### src/rtl/gem_cfg.svh
// Constants of the six-pin GPIO block with edge events and pad multiplexing.
// Assumes it is included by bare name from the package and the top module.
`ifndef GEM_CFG_SVH
`define GEM_CFG_SVH

`define GEM_ADDR_W 5
`define GEM_DATA_W 16
`define GEM_REG_W 8
`define GEM_NPIN 6
`define GEM_NFN 4
`define GEM_FN_BASE 2
`define GEM_CFG_W 2

`define GEM_OFS_OUT 5'h00
`define GEM_OFS_DIR 5'h02
`define GEM_OFS_IN 5'h04
`define GEM_OFS_RISE_EN 5'h06
`define GEM_OFS_RISE_PEND 5'h08
`define GEM_OFS_RISE_ACK 5'h0a
`define GEM_OFS_FALL_EN 5'h0c
`define GEM_OFS_FALL_PEND 5'h0e
`define GEM_OFS_FALL_ACK 5'h10
`define GEM_OFS_CFG 5'h12

`define GEM_RST_OUT 8'h00
`define GEM_RST_DIR 8'h3f
`define GEM_RST_EN 8'h00
`define GEM_RST_CFG 2'h0
`define GEM_RST_PIN 6'h00
`define GEM_RDATA_ZERO 16'h0000
`define GEM_PAD8_ZERO 8'h00
`define GEM_PAD10_ZERO 10'h000
`define GEM_PAD14_ZERO 14'h0000
`define GEM_PIN_ZERO 2'h0

`define GEM_CFG_SPI_BIT 0
`define GEM_FN_CSN 3
`define GEM_FN_TDO 0

`endif

### src/rtl/gem_pkg.sv
// Types shared by the GPIO block and its surroundings.
// Assumes gem_cfg.svh is on the include path.
`include "gem_cfg.svh"

package gem_pkg;

  typedef struct packed {
    logic [`GEM_ADDR_W-1:0] addr;
    logic [`GEM_DATA_W-1:0] wdata;
    logic wr;
    logic rd;
  } gem_bus_t;

  typedef struct packed {
    logic [`GEM_NFN-1:0] dout;
    logic [`GEM_NFN-1:0] oe;
  } gem_fn_drv_t;

  typedef enum logic [1:0] {
    GEM_MODE_GPIO = 2'b00,
    GEM_MODE_SPI = 2'b01,
    GEM_MODE_TEST = 2'b10
  } gem_mode_t;

endpackage

### src/rtl/gem_top.sv
// GPIO block: six pads, four of them shared, edge event flags, register port and pad mux.
// Assumes one clock, a synchronous reset, a master that never sees a wait,
// and an outside pad ring that resolves each pad from its output enable.
// The clock enable gates every register, the register port included.
//
// What this block does
// - Output register 0x00, bits 7:0, resets zero.
// - Direction register 0x02 resets 0x003F, one means input.
// - Read-only input register 0x04 shows pin levels.
// - Enabled rising edge sets rising pending bit.
// - Rising pending bits read at 0x08, sticky.
// - Write one at 0x0A clears rising pending.
// - Enabled falling edge sets falling pending bit.
// - Falling pending bits read at 0x0E, sticky.
// - Write one at 0x10 clears falling pending.
// - Config register 0x12, bits 1:0 writable only.
// - Config bit 0 puts SPI on pads two-five.
// - Test pin high routes test port, overriding config.
// - Pads zero and one are always GPIO.
// - After reset every pad is pulled-down GPIO input.
// - Test select input pulled down by default.
//
// The strobed register port was decided locally.
`timescale 1ns/10ps
`include "gem_cfg.svh"

module gem_top
  import gem_pkg::*;
(
  input wire logic I_CLK,
  input wire logic I_SRST,
  input wire logic I_CE,
  input wire gem_bus_t I_BUS,
  output logic [`GEM_DATA_W-1:0] O_RDATA,
  input wire logic [`GEM_NPIN-1:0] I_PAD,
  output logic [`GEM_NPIN-1:0] O_PAD,
  output logic [`GEM_NPIN-1:0] O_PAD_OE,
  output logic [`GEM_NPIN-1:0] O_PAD_PD,
  input wire logic I_TEST_SELECT_PIN,
  output logic O_TEST_SELECT_PD,
  input wire gem_fn_drv_t I_SPI_DRV,
  output logic [`GEM_NFN-1:0] O_SPI_IN,
  input wire logic I_TEST_TDO,
  input wire logic I_TEST_TDO_OE,
  output logic [`GEM_NFN-2:0] O_TEST_IN,
  output logic O_IRQ
);

  ////////////////////////////////////////////////////////////////////////////
  // Register file.

  // Eight-bit registers keep bits 7:6 for read-back although only six pins exist.
  logic [`GEM_REG_W-1:0] out_q;
  logic [`GEM_REG_W-1:0] dir_q;
  logic [`GEM_REG_W-1:0] rise_en_q;
  logic [`GEM_REG_W-1:0] fall_en_q;
  logic [`GEM_CFG_W-1:0] cfg_q;
  logic [`GEM_NPIN-1:0] level_vec;
  logic [`GEM_NPIN-1:0] rise_vec;
  logic [`GEM_NPIN-1:0] fall_vec;
  logic [`GEM_DATA_W-1:0] rdata_d;
  logic wr_out;
  logic wr_dir;
  logic wr_rise_en;
  logic wr_fall_en;
  logic wr_rise_ack;
  logic wr_fall_ack;
  logic wr_cfg;
  gem_mode_t mode;

  // Addresses are compared in full, so an odd offset never aliases a register.
  assign wr_out = I_BUS.wr && (I_BUS.addr == `GEM_OFS_OUT);
  assign wr_dir = I_BUS.wr && (I_BUS.addr == `GEM_OFS_DIR);
  assign wr_rise_en = I_BUS.wr && (I_BUS.addr == `GEM_OFS_RISE_EN);
  assign wr_fall_en = I_BUS.wr && (I_BUS.addr == `GEM_OFS_FALL_EN);
  assign wr_rise_ack = I_BUS.wr && (I_BUS.addr == `GEM_OFS_RISE_ACK);
  assign wr_fall_ack = I_BUS.wr && (I_BUS.addr == `GEM_OFS_FALL_ACK);
  assign wr_cfg = I_BUS.wr && (I_BUS.addr == `GEM_OFS_CFG);

  always_ff @(posedge I_CLK) begin
    if (I_SRST) begin
      out_q <= `GEM_RST_OUT;
    end else if (I_CE && wr_out) begin
      out_q <= I_BUS.wdata[`GEM_REG_W-1:0];
    end
  end

  // Inputs after reset keep every pad undriven and pulled down.
  always_ff @(posedge I_CLK) begin
    if (I_SRST) begin
      dir_q <= `GEM_RST_DIR;
    end else if (I_CE && wr_dir) begin
      dir_q <= I_BUS.wdata[`GEM_REG_W-1:0];
    end
  end

  always_ff @(posedge I_CLK) begin
    if (I_SRST) begin
      rise_en_q <= `GEM_RST_EN;
    end else if (I_CE && wr_rise_en) begin
      rise_en_q <= I_BUS.wdata[`GEM_REG_W-1:0];
    end
  end

  always_ff @(posedge I_CLK) begin
    if (I_SRST) begin
      fall_en_q <= `GEM_RST_EN;
    end else if (I_CE && wr_fall_en) begin
      fall_en_q <= I_BUS.wdata[`GEM_REG_W-1:0];
    end
  end

  // Bit 1 is stored and read back but steers nothing.
  always_ff @(posedge I_CLK) begin
    if (I_SRST) begin
      cfg_q <= `GEM_RST_CFG;
    end else if (I_CE && wr_cfg) begin
      cfg_q <= I_BUS.wdata[`GEM_CFG_W-1:0];
    end
  end

  ////////////////////////////////////////////////////////////////////////////
  // Read port, answered in the cycle after the strobe.

  // Clear registers and unmapped offsets fall to the default and read zero.
  always_comb begin
    rdata_d = `GEM_RDATA_ZERO;
    case (I_BUS.addr)
      `GEM_OFS_OUT: rdata_d = {`GEM_PAD8_ZERO, out_q};
      `GEM_OFS_DIR: rdata_d = {`GEM_PAD8_ZERO, dir_q};
      `GEM_OFS_IN: rdata_d = {`GEM_PAD10_ZERO, level_vec};
      `GEM_OFS_RISE_EN: rdata_d = {`GEM_PAD8_ZERO, rise_en_q};
      `GEM_OFS_RISE_PEND: rdata_d = {`GEM_PAD10_ZERO, rise_vec};
      `GEM_OFS_FALL_EN: rdata_d = {`GEM_PAD8_ZERO, fall_en_q};
      `GEM_OFS_FALL_PEND: rdata_d = {`GEM_PAD10_ZERO, fall_vec};
      `GEM_OFS_CFG: rdata_d = {`GEM_PAD14_ZERO, cfg_q};
      default: rdata_d = `GEM_RDATA_ZERO;
    endcase
  end

  // Read data is zero outside the answer cycle so stale values never linger.
  always_ff @(posedge I_CLK) begin
    if (I_SRST) begin
      O_RDATA <= `GEM_RDATA_ZERO;
    end else if (I_CE) begin
      O_RDATA <= I_BUS.rd ? rdata_d : `GEM_RDATA_ZERO;
    end
  end

  ////////////////////////////////////////////////////////////////////////////
  // Pad function selection.

  // The select pin is taken as a static strap and is not synchronised; a change
  // while the block runs may upset the shared pads for one cycle.
  always_comb begin
    mode = GEM_MODE_GPIO;
    if (I_TEST_SELECT_PIN) begin
      mode = GEM_MODE_TEST;
    end else if (cfg_q[`GEM_CFG_SPI_BIT]) begin
      mode = GEM_MODE_SPI;
    end
  end

  // The select pin is only an input here; its pull-down is held on always.
  always_ff @(posedge I_CLK) begin
    if (I_SRST) begin
      O_TEST_SELECT_PD <= 1'b1;
    end else if (I_CE) begin
      O_TEST_SELECT_PD <= 1'b1;
    end
  end

  // The request trails the pending bits by a cycle so that it leaves a flop.
  always_ff @(posedge I_CLK) begin
    if (I_SRST) begin
      O_IRQ <= 1'b0;
    end else if (I_CE) begin
      O_IRQ <= (|rise_vec) || (|fall_vec);
    end
  end

  ////////////////////////////////////////////////////////////////////////////
  // Per-pad logic: synchroniser, edge flags, output mux and function inputs.

  genvar gi;
  generate
    for (gi = 0; gi < `GEM_NPIN; gi = gi + 1) begin : g_pad
      logic meta_q;
      logic sync_q;
      logic prev_q;
      logic rise_q;
      logic fall_q;
      logic pad_q;
      logic oe_q;
      logic pd_q;
      logic drv_d;
      logic oe_d;
      logic rise_hit;
      logic fall_hit;

      // The first stage feeds only the second one.
      always_ff @(posedge I_CLK) begin
        if (I_SRST) begin
          meta_q <= 1'b0;
          sync_q <= 1'b0;
        end else if (I_CE) begin
          meta_q <= I_PAD[gi];
          sync_q <= meta_q;
        end
      end

      // The previous sample resets to the pulled-down idle level, so a pad held low shows no edge after reset.
      always_ff @(posedge I_CLK) begin
        if (I_SRST) begin
          prev_q <= 1'b0;
        end else if (I_CE) begin
          prev_q <= sync_q;
        end
      end

      assign level_vec[gi] = sync_q;
      assign rise_hit = rise_en_q[gi] && sync_q && !prev_q;
      assign fall_hit = fall_en_q[gi] && !sync_q && prev_q;

      // A new edge in the clearing cycle wins so no event is lost.
      always_ff @(posedge I_CLK) begin
        if (I_SRST) begin
          rise_q <= 1'b0;
        end else if (I_CE) begin
          if (rise_hit) begin
            rise_q <= 1'b1;
          end else if (wr_rise_ack && I_BUS.wdata[gi]) begin
            rise_q <= 1'b0;
          end
        end
      end

      always_ff @(posedge I_CLK) begin
        if (I_SRST) begin
          fall_q <= 1'b0;
        end else if (I_CE) begin
          if (fall_hit) begin
            fall_q <= 1'b1;
          end else if (wr_fall_ack && I_BUS.wdata[gi]) begin
            fall_q <= 1'b0;
          end
        end
      end

      assign rise_vec[gi] = rise_q;
      assign fall_vec[gi] = fall_q;

      // Pads zero and one stay on GPIO whatever the mode.
      if (gi < `GEM_FN_BASE) begin : g_fixed
        always_comb begin
          drv_d = out_q[gi];
          oe_d = !dir_q[gi];
        end
      end else begin : g_shared
        localparam int FN = gi - `GEM_FN_BASE;
        logic fn_in_q;

        always_comb begin
          drv_d = 1'b0;
          oe_d = 1'b0;
          case (mode)
            GEM_MODE_GPIO: begin
              drv_d = out_q[gi];
              oe_d = !dir_q[gi];
            end
            GEM_MODE_SPI: begin
              drv_d = I_SPI_DRV.dout[FN];
              oe_d = I_SPI_DRV.oe[FN];
            end
            // Only the data-out pad drives in test mode; the other three listen.
            GEM_MODE_TEST: begin
              if (FN == `GEM_FN_TDO) begin
                drv_d = I_TEST_TDO;
                oe_d = I_TEST_TDO_OE;
              end
            end
            default: begin
              drv_d = 1'b0;
              oe_d = 1'b0;
            end
          endcase
        end

        // An unselected chip select reads idle high so the SPI stays quiet.
        always_ff @(posedge I_CLK) begin
          if (I_SRST) begin
            fn_in_q <= (FN == `GEM_FN_CSN);
          end else if (I_CE) begin
            if (mode == GEM_MODE_SPI) begin
              fn_in_q <= I_PAD[gi];
            end else begin
              fn_in_q <= (FN == `GEM_FN_CSN);
            end
          end
        end
        assign O_SPI_IN[FN] = fn_in_q;

        // The data-out pad has no path toward the test port.
        if (FN != `GEM_FN_TDO) begin : g_test_in
          logic test_in_q;
          always_ff @(posedge I_CLK) begin
            if (I_SRST) begin
              test_in_q <= 1'b0;
            end else if (I_CE) begin
              test_in_q <= (mode == GEM_MODE_TEST) && I_PAD[gi];
            end
          end
          assign O_TEST_IN[FN-1] = test_in_q;
        end
      end

      // Drive and enable are registered so that every pad output leaves a flop.
      always_ff @(posedge I_CLK) begin
        if (I_SRST) begin
          pad_q <= 1'b0;
          oe_q <= 1'b0;
        end else if (I_CE) begin
          pad_q <= drv_d;
          oe_q <= oe_d;
        end
      end

      // Pull-down follows the drive: on whenever the pad is not driven.
      always_ff @(posedge I_CLK) begin
        if (I_SRST) begin
          pd_q <= 1'b1;
        end else if (I_CE) begin
          pd_q <= !oe_d;
        end
      end

      assign O_PAD[gi] = pad_q;
      assign O_PAD_OE[gi] = oe_q;
      assign O_PAD_PD[gi] = pd_q;
    end
  endgenerate

endmodule

### config.mk
export PLATFORM = sky130hd
export DESIGN_NAME = gem_top
export DESIGN_NICKNAME = d
export VERILOG_FILES = /design/src/rtl/gem_pkg.sv /design/src/rtl/gem_top.sv
export VERILOG_INCLUDE_DIRS = /design/src /design/src/rtl
export SDC_FILE = /design/constraint.sdc
export NUM_CORES = 1
export LEC_CHECK = 0
export BUFFER_PORTS_ARGS = -buffer_cell sky130_fd_sc_hd__buf_2
export CORE_UTILIZATION = 45
export DETAILED_ROUTE_END_ITERATION = 10
export GPL_TIMING_DRIVEN = 0
export PLACE_DENSITY_LB_ADDON = 0.1
export SYNTH_ARGS = -nofsm -noshare
export SYNTH_HDL_FRONTEND = slang
export SYNTH_SLANG_ARGS = --single-unit
export TNS_END_PERCENT = 10
### constraint.sdc
create_clock -name I_CLK -period 3.1 [get_ports I_CLK]
set_input_delay 0.155 -clock I_CLK [delete_from_list [all_inputs] [get_ports I_CLK]]
set_output_delay 0.155 -clock I_CLK [all_outputs]
set_load 0.02 [all_outputs]
Word level (Yosys, flattened, before mapping)
Index checks and enable logic that the tools add are counted.
{"block": "totals", "regBits": 106, "latchBits": 0, "inputBits": 43, "mem_bits_rw": 0, "rom_bits": 0, "memories": 0}
{"block": "op_classes", "shifts": 0, "n_div": 0, "mul": 0, "n_bitwise": 0, "addsub": 0, "n_reduce_logical": 102, "eq_ne": 11, "n_lt_le_gt_ge": 0, "n_mux": 40}
{"op": "$pmux W8 S8", "n": 1}
{"op": "$logic_and A1 B1 Y1", "n": 51}
{"op": "$mux W1", "n": 29}
{"op": "$reduce_and A2 Y1", "n": 12}
{"op": "$reduce_bool A2 Y1", "n": 12}
{"op": "$logic_not A1 Y1", "n": 22}
{"op": "$eq A5 B4 Y1 const B", "n": 4}
{"op": "$mux W16", "n": 1}
{"op": "$pmux W1 S2", "n": 6}
{"op": "$reduce_or A6 Y1", "n": 2}
{"op": "$eq A5 B3 Y1 const B", "n": 2}
{"op": "$eq A5 B5 Y1 const B", "n": 2}
{"op": "$pmux W1 S3", "n": 2}
{"op": "$eq A5 B2 Y1 const B", "n": 1}
{"op": "$logic_not A5 Y1", "n": 1}
{"op": "$eq A2 B1 Y1 const B", "n": 1}
{"op": "$eq A2 B2 Y1 const B", "n": 1}
{"op": "$logic_not A2 Y1", "n": 1}
{"op": "$mux W2", "n": 1}
{"op": "$logic_or A1 B1 Y1", "n": 1}

Depth between registers and ports, before layout
Gate-level depths: netlist of run 1.
{"block": "logic_depth", "ltp_word": 5, "ltp_mapped": 6}

Worst setup path after synthesis of run 1
OpenSTA, ideal clock, no wires.
{"block": "synth_path", "kind": "input -> register", "start": "in I_BUS[22] (netlist bit)", "end": "reg rise_en_q[0]", "setup_ns": 0.128, "arrival_ns": 1.218, "setup_slack_ns": 1.755, "cell_stages": 6, "cell_sequence": "buf_6 > nand2b_2 > or3b_1 > buf_6 > mux2i_1 > nor2_1"}
{"block": "synth_via", "elab_chain_cells": 3}
{"element": "start: declaration", "line": "gem_top.sv:33", "rtl": "input wire gem_bus_t I_BUS,"}
{"element": "$eq A5 B3 Y1"}
{"element": "$logic_and A1 B1 Y1", "line": "gem_top.sv:74", "rtl": "assign wr_rise_en = I_BUS.wr && (I_BUS.addr == `GEM_OFS_RISE_EN);"}
{"element": "$logic_and A1 B1 Y1", "line": "gem_top.sv:100", "rtl": "end else if (I_CE && wr_rise_en) begin"}
{"element": "end signal: assignment", "line": "gem_top.sv:99", "rtl": "rise_en_q <= `GEM_RST_EN;"}
{"element": "end signal: assignment", "line": "gem_top.sv:101", "rtl": "rise_en_q <= I_BUS.wdata[`GEM_REG_W-1:0];"}
{"element": "end: declaration", "line": "gem_top.sv:55", "rtl": "logic [`GEM_REG_W-1:0] rise_en_q;"}
Every way passes these cells.
A chain may end at the register's enable or synchronous reset.

Worst setup path in the final report of run 1
{"block": "layout_path", "start": "reg g_pad[1].rise_q", "end": "reg O_IRQ"}
{"block": "layout_via", "elab_chain_cells": 2}
{"element": "start: declaration", "line": "gem_top.sv:191", "rtl": "logic rise_q;"}
{"element": "start signal: assignment", "line": "gem_top.sv:228", "rtl": "rise_q <= 1'b0;"}
{"element": "start signal: assignment", "line": "gem_top.sv:231", "rtl": "rise_q <= 1'b1;"}
{"element": "start signal: assignment", "line": "gem_top.sv:233", "rtl": "rise_q <= 1'b0;"}
{"element": "$reduce_or A6 Y1", "line": "gem_top.sv:178", "rtl": "O_IRQ <= (|rise_vec) || (|fall_vec);"}
{"element": "$logic_or A1 B1 Y1", "line": "gem_top.sv:178"}
{"element": "end signal: assignment", "line": "gem_top.sv:178"}
{"element": "end: declaration", "line": "gem_top.sv:46", "rtl": "output logic O_IRQ"}
Every way passes these cells.

==> impl_metrics.ini, run 1 <==
[drt]
totalWireLength_mm = 13.4
wl_per_cell_um = 17.8
drc = 0
drtAntennaViolNets = 0
drt_pass1_iterations = 5
dr.first_iter.drc_count = 234
routed_via_density = 5.43
num_vias = 4082

[clock_network]
clk_latency_ns = 0.38
cts_tree = done
cts_resized = 0
cts.sinks = 98
cts_max_path_buffers = 2
cts_buffers = 9
cts-root-buf = clkbuf_8
postCtsHoldBufs = 0
clk_pin_slew_worst_paths_ns = 0.10
htreeDepth = 3
postCtsSetupRepairBufs = 0

[die]
dieHeight_um = 103
start_util = 0.468
core_um2 = 9860
die_area_um2 = 10700
io_pins = 86
die_w_um = 103
num_rows = 36

[global_route]
busiest_layer = met2
grt_pass1_wl_mm = 20.5
grt_use_met1 = 0.369
grt_pass1_vias = 3710
grt_overflow = 0
grtUsageMet3 = 0.0423
use_met2 = 0.417
grt_usage = 0.265
grt_max_degree = 17
antenna_found_initial = 0

[yosys]
syn_inst = 528
yosys_warnings = 0
synthFlopType = dfxtp_1
yosys.area.top_type = dfxtp_1
synth_cell_types = 48
synth_seq_cells = 98
yosysSeqAreaShare = 0.425
synth_top_area_share = 0.425
async_flop_share = 0
synthTopCellsByArea = dfxtp_1 42%, mux2i_1 8.5%, buf_4 5.9%, a21oi_1 5.4%, nand2_1 4.6%
synth_edf_count = 0
syn_area_um2 = 4620
syn-mean-instance-area_um2 = 8.75

[place]
dpl_worst_slack_ns = 1.31
gp_congestion = 0.917
dp_hpwl_mm = 9.83
port_buffers = 68

[sta]
finalWorstSetupSlack_ns = 1.53
worst-slew-pin-transition_ns = 0.768
period_needed_ns = 1.57
hold_viol = 0
max_freq_ghz = 0.637
max_slew_margin = 0.486
fin_setup_tns_ns = 0
rsz0062_at_grt = no
period_share = 0.507
finalSetupViolations = 0
final_max_slew_viol_count = 0
fin_worst_skew_ns = 0.0141

[setup_path]
startpoint_type = flop
end_kind = flop
cpPeakStageDelay_ns = 0.46
crit_top_cell = nor4_1
reg2reg_slack_ns = 1.53
required_ns = 3.35
path_cells = nor4_1 -> nand2_1 -> nor4_1 -> nor3_1
cp_slowest_cell = nor4_1
crit_type = reg -> reg
path_max_fanout = 3
critical_path_arrival_ns = 1.82

[run]
maxCapViolations = 0

[power_and_ir_drop]
ir_worst_vdd_v = 0.000225
p_total_mw = 2.32
leakage_nw = 2.24
powerDensity_nw_per_um2 = 435

[finish]
nNetsFinal = 657
diodes = 0
syn2layout_area_growth_pct = 15.4
final_layout_size_suffix_gt1_frac = 0.239

[status]
status = completed

[min_path]
hold_class = in -> reg
[layout by cell type (no fill, tap or decap), drive strengths merged, types with 7 or more instances in the layout]
cell | synthesis | layout
a21oi | 50 | 50
and3 | 8 | 8
dfxtp | 98 | 98
inv | 12 | 13
clkbuf | 17 | 28
nand3 | 29 | 29
nand2 | 57 | 57
mux2i | 39 | 39
nor3 | 9 | 9
conb | 2 | 9
o21ai | 12 | 12
a32oi | 7 | 7
nand4b | 13 | 13
nor2 | 38 | 38
nand2b | 8 | 8
nand3b | 8 | 8
buf | 53 | 121
a31oi | 8 | 8
nor4 | 7 | 7
[worst max-delay path, delay by kind of cell, from the launching register on]
| kind | cells | cell delay (ns) |
|---|---|---|
| flops | 1 | 0.35 |
| simple gates | 4 | 1.10 |
[synth_stat cells, drive strengths merged (2+ instances only)]
cell type  count
a21o           5
mux2           5
and3           8
o21bai         3
nand2b         8
o21a           4
or2            5
a211oi         4
o21ai         12
a311oi         5
dfxtp         98
nor2          38
and3b          2
a21oi         50
a31oi          8
conb           2
nor2b          5
a32oi          7
clkbuf        17
buf           53
nor3           9
nand2         57
mux2i         39
nor4           7
a221oi         3
nand3         29
nand4b        13
nand3b         8
and2           2
inv           12
[power breakdown]
part | switching (mW) | internal [mW]
sequential | 0.0129 | 1.28
clock | 0.469 | 0.317
combinational | 0.154 | 0.0894
total | 0.636 | 1.68
[path summary, 6_finish.rpt]
kind | start | to | cells past startpoint
max | g_pad[1].rise_q | O_IRQ | 4
min | I_PAD[1] | g_pad[1].meta_q | 3
max reg2reg | g_pad[1].rise_q | O_IRQ | 4
min reg2reg | g_pad[3].pd_q | g_pad[3].pd_q | 2
[flip-flops by register name, indices dropped and copies added, names as in the netlist]
name and count:
O_IRQ 1, dir_q 8, g_pad.prev_q 6, g_pad.oe_q 6, out_q 8, g_pad.sync_q 6, g_pad.meta_q 6, g_pad.pad_q 6
cfg_q 2, g_pad.pd_q 6, g_pad.g_shared.g_test_in.test_in_q 3, fall_en_q 8, O_RDATA 8, rise_en_q 8, g_pad.fall_q 6, g_pad.rise_q 6
g_pad.g_shared.fn_in_q 4
[layer usage]
metal	wire, um	part of all wire	up-vias
li1	-	-	1987
met1	6310	0.47	1931
met2	6060	0.45	149
met3	829	0.062	15
met4	179	0.013	0
met5	0	0	-
[area by class of cell]
cell class / instances / area (um^2)
multi-input cells: 355 / 2190
well taps: 133 / 166
plain buffers: 70 / 449
repair buffers: 68 / 340
inverters: 12 / 45.0
fillers: 982 / 4530
flip-flops and latches: 98 / 1960
clock inverters: 5 / 37.5
clock buffers: 11 / 141
[per-stage QoR]
stage | hold slack [ns] | instance area, um^2 | cells | util
3_3_place_gp | 0.393 | 5150 | 736 | 0.522
4_1_cts | 0.00343 | 5330 | 752 | 0.540
5_1_grt | 0.0311 | 5330 | 752 | 0.540
3_5_place_dp | 0.401 | 5150 | 736 | 0.522
6_report | 0.00327 | 5330 | 752 | 0.540
2_1_floorplan | 0.276 | 4650 | 535 | -
[kinds of logic (layout without fill, tap and decap cells)]
| kind of cell | Yosys count | count (layout) | share of synthesized area |
|---|---|---|---|
| AOI/OAI and AO/OA | 104 | 104 | 0.141 |
| buffers and inverters | 82 | 166 | 0.107 |
| DFF | 98 | 98 | 0.425 |
| muxes | 44 | 44 | 0.0967 |
| other | 2 | 9 | 0.00163 |
| and+or+nand+nor | 198 | 198 | 0.229 |
No activity file was read; power rests on OpenSTA's default activity.
==> run 2, diff against run 1 <==
Settings changed: ABC_AREA set to 1.
Clock period 3.1 ns to 1.52 ns, I/O delays scaled along.
==> run 2 against run 1 <==
Clock skew up 0.00088 ns. Via count up 10%. Clock power up 100%. Core utilization up 0.11 points. Register-to-register slack worse by 1.2 ns. Global-route usage up 0.26 points. Critical endpoint is now g_pad[5].rise_q. Largest cell class unchanged.
==> impl_metrics.ini, run 2 <==
[status]
status = completed

[power_and_ir_drop]
p_total_mw = 4.89
ir_worst_vdd_v = 0.000479
powerDensity_nw_per_um2 = 927
leakage_nw = 2.37

[drt]
totalWireLength_mm = 13.4
drt_pass1_iterations = 5
dr.first_iter.drc_count = 373
num_vias = 4504
routed_via_density = 5.31
drc = 0
wl_per_cell_um = 15.8
drtAntennaViolNets = 0

[yosys]
syn-mean-instance-area_um2 = 7.25
syn_inst = 622
synth_top_area_share = 0.435
yosysSeqAreaShare = 0.435
yosys_warnings = 0
synthTopCellsByArea = dfxtp_1 43%, nand2_1 12%, buf_4 6.5%, a21oi_1 6.3%, nor2_1 5.7%
async_flop_share = 0
synth_edf_count = 0
synth_cell_types = 27
synth_seq_cells = 98
syn_area_um2 = 4510
synthFlopType = dfxtp_1
synth.most_common_cell = nand2_1
yosys-top-cells-count = 142 x nand2_1, 98 x dfxtp_1, 68 x nor2_1, 57 x a21oi_1, 45 x o21ai_0
yosys.area.top_type = dfxtp_1

[setup_path]
crit_type = in -> reg
cpLargestDelayFamily = simple AND/OR/NAND/NOR gates
path_cells = buf_2 -> inv_1 -> nand2_1 -> nor2_2 -> buf_2 -> nand3_1 -> o21ai_0 -> a21oi_1
crit_top_cell = buf_2
cp_slowest_cell = buf_2
end_kind = flop
required_ns = 1.76
startpoint_type = primary input
critical_path_arrival_ns = 1.50
cpPeakStageDelay_ns = 0.31
path_max_fanout = 10
cp_num_buf_inv = 3

[global_route]
grt_pass1_vias = 4016
grt_pass1_wl_mm = 20.8
grt_max_degree = 17
grt_overflow = 0
grt_usage = 0.267
antenna_found_initial = 0

[die]
die_w_um = 102
core_um2 = 9730
die_area_um2 = 10400
io_pins = 86
num_rows = 36
start_util = 0.464
dieHeight_um = 102

[place]
dp.cells = 827
dp_hpwl_mm = 10.0
gp_congestion = 0.970
port_buffers = 65

[sta]
fin_worst_skew_ns = 0.0150
period_share = 0.830
finalSetupViolations = 0
timing.hold.ws_ns = 0.0110
hold_viol = 0
max_slew_margin = 0.558
final_max_slew_viol_count = 0
period_needed_ns = 1.26
rsz0062_at_grt = no
worst-slew-pin-transition_ns = 0.662
max_freq_ghz = 0.793
fin_setup_tns_ns = 0

[clock_network]
clk_pin_slew_worst_paths_ns = 0.09
cts_max_path_buffers = 2
postCtsSetupRepairBufs = 0
cts.sinks = 98
postCtsHoldBufs = 6
cts_resized = 0
clk_latency_ns = 0.37
cts-root-buf = clkbuf_8
cts_tree = done
htreeDepth = 3
cts_buffers = 9

[min_path]
hold_class = in -> reg

[run]
maxCapViolations = 0

[finish]
instances_no_fill = 849
layout_commonest_cell = nand2_1
syn2layout_area_growth_pct = 16.8
nNetsFinal = 754
fin_util = 0.542
diodes = 0
final_layout_size_suffix_gt1_frac = 0.218
num-fill-cells = 1024
final_cell_mix = 142 x nand2_1, 98 x dfxtp_1, 75 x buf_2, 68 x nor2_1, 57 x a21oi_1
run 2: cell count changes in the layout (fill, tap and decap cells not counted), sizes merged, moves of 13 or more:
| cell | delta |
|---|---|
| nand4 | +31 |
| nand4b | -13 |
| o21ai | +33 |
| nand2 | +88 |
| nor2 | +42 |
| mux2i | -39 |
| inv | +22 |
| nand3 | +17 |
run 2: worst register-to-register path, stage by stage (launching register included):
cell,delay (ns)
dfxtp_1,0.39
nand2_1,0.09
inv_1,0.20
nand2_1,0.08
o211ai_1,0.15
nand3_1,0.12
run 2: worst paths after layout:
| path | from | end | slack [ns] | cells after the start |
|---|---|---|---|---|
| max | I_BUS[18] | g_pad[5].rise_q | 0.26 | 8 |
| min | I_BUS[9] | rise_en_q[7] | 0.01 | 3 |
| min reg2reg | cfg_q[1] | cfg_q[1] | 0.46 | 2 |
| max reg2reg | cfg_q[0] | g_pad[2].pd_q | 0.35 | 5 |
run 2: cells by family (layout without fill, tap and decap cells):
kind of cell / count (synthesis) / after routing / synth area share
and+or+nand+nor: 305 / 305 / 0.303
AOI/OAI and AO/OA: 117 / 117 / 0.141
buffers and inverters: 100 / 187 / 0.120
DFF: 98 / 98 / 0.435
other: 2 / 9 / 0.00166
run 2: area by class of cell:
| class | count | area (um^2) | area share |
|---|---|---|---|
| multi-input cells | 431 | 2040 | 0.386 |
| repair buffers | 71 | 385 | 0.0731 |
| well taps | 133 | 166 | 0.0316 |
| clock inverters | 5 | 38.8 | 0.00736 |
| clock buffers | 11 | 141 | 0.0268 |
| flip-flops and latches | 98 | 1960 | 0.372 |
| plain buffers | 65 | 403 | 0.0765 |
| inverters | 35 | 136 | 0.0259 |
run 2: layer usage:
| layer | global-route usage | vias up | wire length [um] |
|---|---|---|---|
| li1 | - | 2198 | - |
| met1 | 0.375 | 2102 | 6250 |
| met2 | 0.414 | 168 | 5900 |
| met3 | 0.0383 | 36 | 883 |
| met4 | 0.107 | 0 | 401 |
| met5 | 0 | - | 0 |
run 2: power breakdown:
part / switching (mW) / total (mW) / internal (mW)
registers: 0.0414 / 2.67 / 2.63
clock network: 0.948 / 1.60 / 0.654
logic: 0.399 / 0.612 / 0.213
run 2: metrics by stage:
stage	cell area [um^2]	setup slack (ns)
6_report	5270	0.259
5_1_grt	5270	0.118
4_1_cts	5270	0.335
3_5_place_dp	5030	-0.0386
3_3_place_gp	5030	-0.0381
2_1_floorplan	4540	0.451
